<file path="src/core/icr_consts.svh">
`ifndef ICR_CONSTS_SVH
`define ICR_CONSTS_SVH
`define ICR_CMD_OFFSET      8'h04
`define ICR_CMD_RESET       16'h0000
`define ICR_CMD_WMASK       16'h0146
`define ICR_BIT_ERR_REPORT  8
`define ICR_BIT_PARITY      6
`define ICR_BIT_MASTER      2
`define ICR_BIT_MEM_TARGET  1
`define ICR_LANE_LO         0
`define ICR_LANE_HI         1
`endif

</file>
<file path="src/core/icr_pkg.sv">
package icr_pkg;
    typedef enum logic [1:0] {
        ICR_REQ_MEM,
        ICR_REQ_IO,
        ICR_REQ_MSG,
        ICR_REQ_CPL
    } icr_req_kind_t;
endpackage : icr_pkg

</file>
<file path="src/core/icr_command_control.sv">
`include "icr_consts.svh"
module icr_command_control
    import icr_pkg::*;
(
    input  wire logic          SYS_CLK,
    input  wire logic          RST_N,
    input  wire logic          CFG_WR,
    input  wire logic [7:0]    CFG_ADDR,
    input  wire logic [1:0]    CFG_BE,
    input  wire logic [15:0]   CFG_WDATA,
    output logic      [15:0]   CFG_RDATA,
    input  wire logic          PARITY_ERR_IN,
    input  wire logic          PARITY_ERR_ON_WRITE,
    output logic               ERR_MSG_SEND,
    output logic               CAP_ERR_DETECT,
    input  wire logic          UP_REQ_VALID,
    input  wire icr_req_kind_t UP_REQ_KIND,
    output logic               UP_REQ_ALLOW,
    input  wire logic          LINK_MEM_HIT,
    output logic               LINK_MEM_ACCEPT,
    output logic               LINK_MEM_ABORT,
    output logic               ERROR_REPORT_ENABLE,
    output logic               PARITY_CHECK_ENABLE,
    output logic               MASTER_ENABLE,
    output logic               MEMORY_TARGET_ENABLE
);
    // Reset value of the whole register, viewed bit by bit
    localparam logic [15:0] CMD_RESET = `ICR_CMD_RESET;
    localparam logic [15:0] CMD_WMASK = `ICR_CMD_WMASK;

    // Write decode
    logic          cfg_sel;
    logic          wr_lane_lo;
    logic          wr_lane_hi;

    // Writable fields of the command register
    logic          err_report_reg;
    logic          err_report_next;
    logic          parity_reg;
    logic          parity_next;
    logic          master_reg;
    logic          master_next;
    logic          mem_target_reg;
    logic          mem_target_next;

    // Error reporting pulses
    logic          par_hit;
    logic          err_msg_reg;
    logic          err_msg_next;
    logic          cap_err_reg;
    logic          cap_err_next;

    // Read view and gates
    logic [15:0]   cmd_view;
    logic          kind_gated;
    logic          up_allow;
    logic          mem_accept;
    logic          mem_abort;

    always_comb begin
        cfg_sel    = 1'b0;
        wr_lane_lo = 1'b0;
        wr_lane_hi = 1'b0;
        if (CFG_ADDR == `ICR_CMD_OFFSET) begin
            cfg_sel = 1'b1;
        end
        if (CFG_WR && cfg_sel) begin
            wr_lane_lo = CFG_BE[`ICR_LANE_LO];
            wr_lane_hi = CFG_BE[`ICR_LANE_HI];
        end
    end

    // writable bits only
    // Only this enable lives in the upper lane
    always_comb begin
        err_report_next = err_report_reg;
        if (wr_lane_hi) begin
            err_report_next = CFG_WDATA[`ICR_BIT_ERR_REPORT];
        end
    end

    always_ff @(posedge SYS_CLK or negedge RST_N) begin
        if (!RST_N) begin
            err_report_reg <= CMD_RESET[`ICR_BIT_ERR_REPORT];
        end else begin
            err_report_reg <= err_report_next;
        end
    end

    always_comb begin
        parity_next = parity_reg;
        if (wr_lane_lo) begin
            parity_next = CFG_WDATA[`ICR_BIT_PARITY];
        end
    end

    always_ff @(posedge SYS_CLK or negedge RST_N) begin
        if (!RST_N) begin
            parity_reg <= CMD_RESET[`ICR_BIT_PARITY];
        end else begin
            parity_reg <= parity_next;
        end
    end

    always_comb begin
        master_next = master_reg;
        if (wr_lane_lo) begin
            master_next = CFG_WDATA[`ICR_BIT_MASTER];
        end
    end

    always_ff @(posedge SYS_CLK or negedge RST_N) begin
        if (!RST_N) begin
            master_reg <= CMD_RESET[`ICR_BIT_MASTER];
        end else begin
            master_reg <= master_next;
        end
    end

    always_comb begin
        mem_target_next = mem_target_reg;
        if (wr_lane_lo) begin
            mem_target_next = CFG_WDATA[`ICR_BIT_MEM_TARGET];
        end
    end

    always_ff @(posedge SYS_CLK or negedge RST_N) begin
        if (!RST_N) begin
            mem_target_reg <= CMD_RESET[`ICR_BIT_MEM_TARGET];
        end else begin
            mem_target_reg <= mem_target_next;
        end
    end

    // Read-side errors always count; write-side ones need checking on
    always_comb begin
        par_hit      = 1'b0;
        err_msg_next = 1'b0;
        cap_err_next = 1'b0;
        if (PARITY_ERR_IN) begin
            par_hit = ~PARITY_ERR_ON_WRITE | parity_reg;
        end
        cap_err_next = par_hit;
        err_msg_next = par_hit & err_report_reg;
    end

    // Pulses, not sticky: the status register keeps the history
    always_ff @(posedge SYS_CLK or negedge RST_N) begin
        if (!RST_N) begin
            err_msg_reg <= 1'b0;
            cap_err_reg <= 1'b0;
        end else begin
            err_msg_reg <= err_msg_next;
            cap_err_reg <= cap_err_next;
        end
    end

    always_comb begin
        cmd_view                      = CMD_RESET;
        cmd_view[`ICR_BIT_ERR_REPORT] = err_report_reg;
        cmd_view[`ICR_BIT_PARITY]     = parity_reg;
        cmd_view[`ICR_BIT_MASTER]     = master_reg;
        cmd_view[`ICR_BIT_MEM_TARGET] = mem_target_reg;
        // Mask again so no reset value can show a fixed bit
        cmd_view = cmd_view & CMD_WMASK;
    end

    // Other offsets read zero; this block holds no other register
    always_comb begin
        CFG_RDATA = 16'h0000;
        if (cfg_sel) begin
            CFG_RDATA = cmd_view;
        end
    end

    always_comb begin
        kind_gated = 1'b0;
        case (UP_REQ_KIND)
            ICR_REQ_MEM: begin
                kind_gated = 1'b1;
            end
            ICR_REQ_IO: begin
                kind_gated = 1'b1;
            end
            ICR_REQ_CPL: begin
                kind_gated = 1'b0;
            end
            default: begin
                kind_gated = 1'b0;
            end
        endcase
    end

    always_comb begin
        up_allow = 1'b0;
        if (UP_REQ_VALID) begin
            up_allow = ~kind_gated | master_reg;
        end
    end

    always_comb begin
        mem_accept = 1'b0;
        mem_abort  = 1'b0;
        if (LINK_MEM_HIT) begin
            mem_accept = mem_target_reg;
            mem_abort  = ~mem_target_reg;
        end
    end

    assign UP_REQ_ALLOW         = up_allow;
    assign LINK_MEM_ACCEPT      = mem_accept;
    assign LINK_MEM_ABORT       = mem_abort;
    assign ERR_MSG_SEND         = err_msg_reg;
    assign CAP_ERR_DETECT       = cap_err_reg;
    assign ERROR_REPORT_ENABLE  = err_report_reg;
    assign PARITY_CHECK_ENABLE  = parity_reg;
    assign MASTER_ENABLE        = master_reg;
    assign MEMORY_TARGET_ENABLE = mem_target_reg;
endmodule : icr_command_control

</file>
<file path="config.mk">
export PLATFORM = sky130hd
export DESIGN_NAME = icr_command_control
export DESIGN_NICKNAME = d
export VERILOG_FILES = /design/src/core/icr_pkg.sv /design/src/core/icr_command_control.sv
export VERILOG_INCLUDE_DIRS = /design/src /design/src/core
export SDC_FILE = /design/constraint.sdc
export NUM_CORES = 1
export LEC_CHECK = 0
export BUFFER_PORTS_ARGS = -buffer_cell sky130_fd_sc_hd__buf_2
export CAP_MARGIN = 20
export CELL_PAD_IN_SITES_DETAIL_PLACEMENT = 1
export CELL_PAD_IN_SITES_GLOBAL_PLACEMENT = 2
export CORE_ASPECT_RATIO = 1.1
export CORE_MARGIN = 3
export CORE_UTILIZATION = 13
export DETAILED_ROUTE_END_ITERATION = 16
export HOLD_SLACK_MARGIN = 0.02
export PLACE_DENSITY = 0.85
export SYNTH_ARGS = -nofsm -noshare
export SYNTH_HDL_FRONTEND = slang
export SYNTH_SLANG_ARGS = --single-unit
export TNS_END_PERCENT = 50
</file>
<file path="constraint.sdc">
create_clock -name SYS_CLK -period 2.2 [get_ports SYS_CLK]
set_input_delay 0.11 -clock SYS_CLK [delete_from_list [all_inputs] [get_ports SYS_CLK]]
set_output_delay 0.11 -clock SYS_CLK [all_outputs]
set_load 0.005 [all_outputs]
</file>
==> impl_metrics.tcl, run 1 <==
set metrics [dict create \
    drt-met1-wl_um 407 \
    rr_endpoint "ERR_MSG_SEND" \
    instances_no_fill 110 \
    gr-usage-all-layers_pct 6.00 \
    die_w_um 59.4 \
    top_level_ports 60 \
    register_area_um2 150 \
    start_kind "input pin" \
    first_pass_iters 2 \
    initial_core_util_pct 14.2 \
    clock_latency_ns 0.24 \
    die_area_um2 3850 \
    overflow 0 \
    worstPathArrival_ns 1.30 \
    setup_viol 0 \
    num_rows 20 \
    routed_wirelength_um 1200 \
    synth_area_leaders "dfrtp_1 37%, buf_4 22%, mux2_2 11%" \
    p_leak_nw 0.358 \
    grt_pass1_wl_um 1700 \
    placement.io_buffers 34 \
    cp_max_fo 4 \
    wl_met3_um 148 \
    synth_cell_type_count 15 \
    fp.dieH_um 64.8 \
    max_cap_violations 0 \
    rsz0062_at_grt "false" \
    hp-start "PARITY_ERR_ON_WRITE" \
    yosys.area.top_type "dfrtp_1" \
    syn-cell-area_um2 408 \
    ir_drop_uv 196 \
    hold_path_class "in -> reg" \
    num_antenna_cells 0 \
    crit_type "in -> out" \
    grt_pass1_vias 426 \
    cts_tree "done" \
    ys_ff_latch 6 \
    ant_nets 0 \
    grt_max_degree 7 \
    dr_wl_met2_um 639 \
    reg2reg_depth 3 \
    drc 0 \
    wire_per_inst_um 10.9 \
    min_period_ns 1.41 \
    fin_crit_sh_pct 64.0 \
    core_um2 2880 \
    drt_iter0_drc 4 \
    p_per_area_nw_per_um2 429 \
    dpl.cell_count 106 \
    multi_input_area_um2 205 \
    htree_levels 1 \
    status "finished, final reports clean" \
    n_fill_cell 352 \
    syn_avg_cell_area_um2 10.2 \
    cts_resized 0 \
    fmax_mhz 710 \
    final_cell_area_um2 603 \
    tns_ns 0 \
    post_dp_cell_area_um2 571 \
    slew_viol_final 0 \
    holdPathEnd "CAP_ERR_DETECT" \
    ys.warnings.count 0 \
    syn_to_final_growth_pct 47.9 \
    ctsRootBufferMaster "clkbuf_4" \
    clkSlewWorstSetupHoldPaths_ns 0.05 \
    reg2reg_slack_ns 1.37 \
    cts_made_buffers 3 \
    drive_gt1_share_pct 57.1 \
    highest_layer "met3" \
    synth_seq_area_share_pct 36.8 \
    antenna_found_initial 0 \
    clk_path_buf_depth 2 \
    skew_ns 0.00228 \
    fin_nets 114 \
    viasPerCell 3.55 \
    min_path_cells 2 \
    final_hold_viol_count 0 \
    clock_sinks 6 \
    syn_inst 40 \
    synth.top_cell.area_share_pct 36.8 \
    rr_startpoint "PARITY_CHECK_ENABLE" \
    dp_hpwl_um 1090 \
    vias 391 \
    gp_congestion 0.668 \
    required_ns 2.09 \
    end_kind "output port" \
]
## kinds of logic (layout without fill, tap and decap cells)
group,Yosys count,count (layout),synth area share [%]
AND/OR/NAND/NOR,14,14,24.5
buffers and inverters,13,39,23.0
flip-flops,6,6,36.8
multiplexers,4,4,11.0
AO/OA/AOI/OAI,2,2,3.68
other,1,12,0.919
## critical path: stages
cell	delay (ns)
buf_2	0.10
or4b_4	0.57
nor2_1	0.25
and2_1	0.17
buf_2	0.11
## per-stage QoR
step | power (W) | setup WS [ns] | hold slack (ns) | utilization [%]
4_1_cts | 0.000269 | 0.809 | 0.0702 | 21.0
5_1_grt | 0.000281 | 0.762 | 0.0918 | 21.0
2_1_floorplan | 0.000147 | 0.836 | -0.186 | -
6_report | 0.000259 | 0.792 | 0.0791 | 21.0
3_5_place_dp | 0.000159 | 0.642 | -0.0542 | 19.8
3_3_place_gp | 0.000157 | 0.661 | -0.0560 | 19.8
## metal layers
| layer | vias to the layer above | track usage (%) |
|---|---|---|
| met5 | - | 0 |
| met3 | 0 | 2.79 |
| li1 | 182 | - |
| met1 | 176 | 5.16 |
| met2 | 33 | 11.7 |
| met4 | 0 | 1.70 |
## cells in the final DEF, fill, tap and decap left out, drive strengths merged
cell type / count
or4: 1
dfrtp: 6
nor2b: 1
clkbuf: 3
nand2: 2
inv: 1
or4b: 1
buf: 34
mux2: 4
nor2: 1
a21boi: 1
and2: 5
nor3: 3
o21a: 1
conb: 12
dlygate4sd3: 1
## what timing repair did
| action | CTS | global route |
|---|---|---|
| setup buffers | 0 | 0 |
| hold endpoints to repair | 6 | 0 |
| hold buffers | 1 | 0 |
## synth_stat cells
| library cell | number |
|---|---|
| inv_1 | 1 |
| nor3_4 | 1 |
| or4b_4 | 1 |
| dfrtp_1 | 6 |
| nor3_1 | 2 |
| a21boi_0 | 1 |
| mux2_2 | 4 |
| or4_4 | 1 |
| nor2_1 | 1 |
| and2_1 | 5 |
| o21a_1 | 1 |
| nor2b_1 | 1 |
| nand2_1 | 2 |
| conb_1 | 1 |
| buf_4 | 12 |
## final cells by class
cell class	count	share of cell area, %
Timing Repair Buffer	35	29.9
Inverter	1	0.622
Tap cell	33	6.85
Sequential cell	6	24.9
Multi-Input combinational cell	32	34.0
Clock buffer	3	3.73
## sequential cells by signal, indices dropped and copies added (netlist names)
name	flops
CAP_ERR_DETECT	1
ERROR_REPORT_ENABLE	1
ERR_MSG_SEND	1
MASTER_ENABLE	1
MEMORY_TARGET_ENABLE	1
PARITY_CHECK_ENABLE	1
## report_power, final
part,leakage [nW],switching [W],total (W),internal [W]
Clock,0.0138,0.0000387,0.000100,0.0000616
Combinational,0.262,0.0000198,0.0000426,0.0000229
Sequential,0.0824,0.00000195,0.000116,0.000114
Total,0.358,0.0000604,0.000259,0.000198
## how the worst max path moves through the flow
stage                                 to   startpoint  cells past startpoint  slack (ns)
floorplan                  MASTER_ENABLE  CFG_ADDR[1]                      3        0.84
global placement    MEMORY_TARGET_ENABLE  CFG_ADDR[1]                      4        0.66
detailed placement  MEMORY_TARGET_ENABLE  CFG_ADDR[1]                      4        0.64
CTS                         CFG_RDATA[1]  CFG_ADDR[1]                      5        0.81
global route                CFG_RDATA[1]  CFG_ADDR[1]                      5        0.76
finish                      CFG_RDATA[1]  CFG_ADDR[1]                      5        0.79
Power figures use the tool's default switching activity.
==> run 2, diff against run 1 <==
- CORE_UTILIZATION: 13 -> 12
- PLACE_DENSITY: 0.85 -> 0.8
- clock period: 2.2 -> 1.4 ns (I/O delays scaled with it)
==> run 2 against run 1 <==
Effect of this change: via count up 1.8%; flip-flop and latch count did not move; die area is 7.5% higher; sequential share of layout area decreased by 0.94 points; wire length increased by 5.3%; total power is 58% higher; clock power is 56% higher; cell count rose by 2.7%; combinational power grew 66%; clock-buffer cell count unchanged; global-route usage up 0.26 points; largest power group unchanged; highest routed layer unchanged.
==> impl_metrics.tcl, run 2 (synthesis results as in run 1) <==
set metrics [dict create \
    status "finished, final reports clean" \
    combPwrFrac_pct 17.3 \
    drc 0 \
    fin_util_pct 19.9 \
    finalWorstSetupSlack_ns 0.0672 \
    drt_iter0_drc 4 \
    dpl.cell_count 109 \
    grt_pass1_wl_um 1780 \
    antenna_found_initial 0 \
    gr-usage-all-layers_pct 6.26 \
    post_dp_cell_area_um2 587 \
    internal_power_w 0.000313 \
    wire_per_inst_um 11.1 \
    num_rows 21 \
    crit_path_max_incr_delay_ns 0.56 \
    worstPathArrival_ns 1.26 \
    num_antenna_cells 0 \
    swShare_pct 23.3 \
    routed_wirelength_um 1260 \
    clkSlewWorstSetupHoldPaths_ns 0.04 \
    p_clk_share_pct 38.1 \
    fin_crit_sh_pct 95.2 \
    cts_tree "done" \
    gp_congestion 0.691 \
    overflow 0 \
    grt_pass1_vias 416 \
    slew_viol_final 0 \
    path_cells "buf_2, or4b_4, buf_4, nor2_4, and2_1, buf_2" \
    max_cap_violations 0 \
    rsz0062_at_grt "false" \
    fmax_mhz 750 \
    clock_latency_ns 0.24 \
    multi_input_area_um2 213 \
    final_common_cell "buf_2" \
    fp.dieH_um 67.1 \
    ant_nets 0 \
    min_period_ns 1.33 \
    top_level_ports 60 \
    register_area_um2 150 \
    vias 398 \
    n_fill_cell 400 \
    hold_path_class "in -> reg" \
    fin_nets 116 \
    drive_gt1_share_pct 59.5 \
    syn_to_final_growth_pct 53.7 \
    crit_top_cell "buf_2" \
    clock_sinks 6 \
    p_per_area_nw_per_um2 652 \
    cts_made_buffers 3 \
    htree_levels 1 \
    pre_cts_ws_ns -0.108 \
    first_pass_iters 2 \
    setup_viol 0 \
    skew_ns 0.00318 \
    end_kind "output port" \
    cp_max_fo 3 \
    design_power_total_w 0.000409 \
    final_cell_mix "34 x buf_2, 12 x conb_1, 6 x dfrtp_1" \
    die_w_um 61.6 \
    core_um2 3150 \
    die_area_um2 4140 \
    seqPwrFrac_pct 44.6 \
    ctsRootBufferMaster "clkbuf_4" \
    cts_setup_buffers 0 \
    start_kind "input pin" \
    ir_drop_uv 196 \
    power.switching_w 0.0000952 \
    final_hold_viol_count 0 \
    instances_no_fill 113 \
    crit_type "in -> out" \
    p_leak_nw 0.366 \
    slowest_stage "or4b_4" \
    viasPerCell 3.52 \
    clk_path_buf_depth 2 \
    final_cell_area_um2 627 \
    initial_core_util_pct 12.9 \
    placement.io_buffers 34 \
    grt_max_degree 7 \
    required_ns 1.33 \
]
-- run 2: cell count changes in the layout (fill, tap and decap cells not counted), sizes merged --
cell  change
buf       +2
-- run 2: layout make-up --
type                       instances  area share (%)
clock buffer                       3            3.59
inverter                           1           0.599
multi-input combinational         32            33.9
sequential                         6            24.0
tap                               34            6.79
timing repair buffer              37            31.1
-- run 2: per-stage QoR --
stage	setup TNS, ns	hold slack, ns
floorplan	0	-0.226
global placement	-0.238	-0.100
detailed placement	-0.440	-0.0970
CTS	0	0.0342
global route	0	0.0347
finish	0	0.0438
-- run 2: worst max-delay path, delay by kind of cell --
family                 cells  cell delay [ns]
buffers and inverters      3             0.38
AND/OR/NAND/NOR            3             0.82
-- run 2: what timing repair did --
| item | 4_1_cts | 5_1_grt |
|---|---|---|
| endpoints found under the hold margin | 6 | 0 |
| resized for setup | 1 | 1 |
| endpoints found under the setup margin | 3 | 2 |
| hold buffers | 1 | 0 |
-- run 2: worst paths after layout --
| path | from | end | slack, ns | depth (start not counted) |
|---|---|---|---|---|
| worst min-delay path | PARITY_ERR_ON_WRITE | CAP_ERR_DETECT | 0.04 | 2 |
| min in group asynchronous | RST_N | MASTER_ENABLE | 0.19 | 2 |
| max in group asynchronous | RST_N | PARITY_CHECK_ENABLE | 1.06 | 2 |
| worst min register to register | ERROR_REPORT_ENABLE | ERR_MSG_SEND | 0.55 | 1 |
| worst max register to register | PARITY_CHECK_ENABLE | ERR_MSG_SEND | 0.56 | 3 |
| worst max-delay path | CFG_ADDR[1] | CFG_RDATA[8] | 0.07 | 6 |
-- run 2: metal layers --
| metal | part of all wire, % | up-vias | wire length (um) | global-route usage [%] |
|---|---|---|---|---|
| met5 | 0 | - | 0 | 0 |
| li1 | - | 187 | - | - |
| met1 | 42 | 177 | 530 | 7.02 |
| met3 | 11 | 0 | 142 | 3.44 |
| met2 | 47 | 34 | 586 | 9.82 |
| met4 | 0 | 0 | 0 | 2.39 |
-- run 2: power by group through the flow --
stage                      logic, W  clock network (W)  registers (W)
after global placement    0.0000663                  0       0.000184
after CTS                 0.0000704           0.000166       0.000182
after global routing      0.0000793           0.000182       0.000183
after detailed placement  0.0000674                  0       0.000185
after floorplan           0.0000462                  0       0.000185
final                     0.0000706           0.000156       0.000182
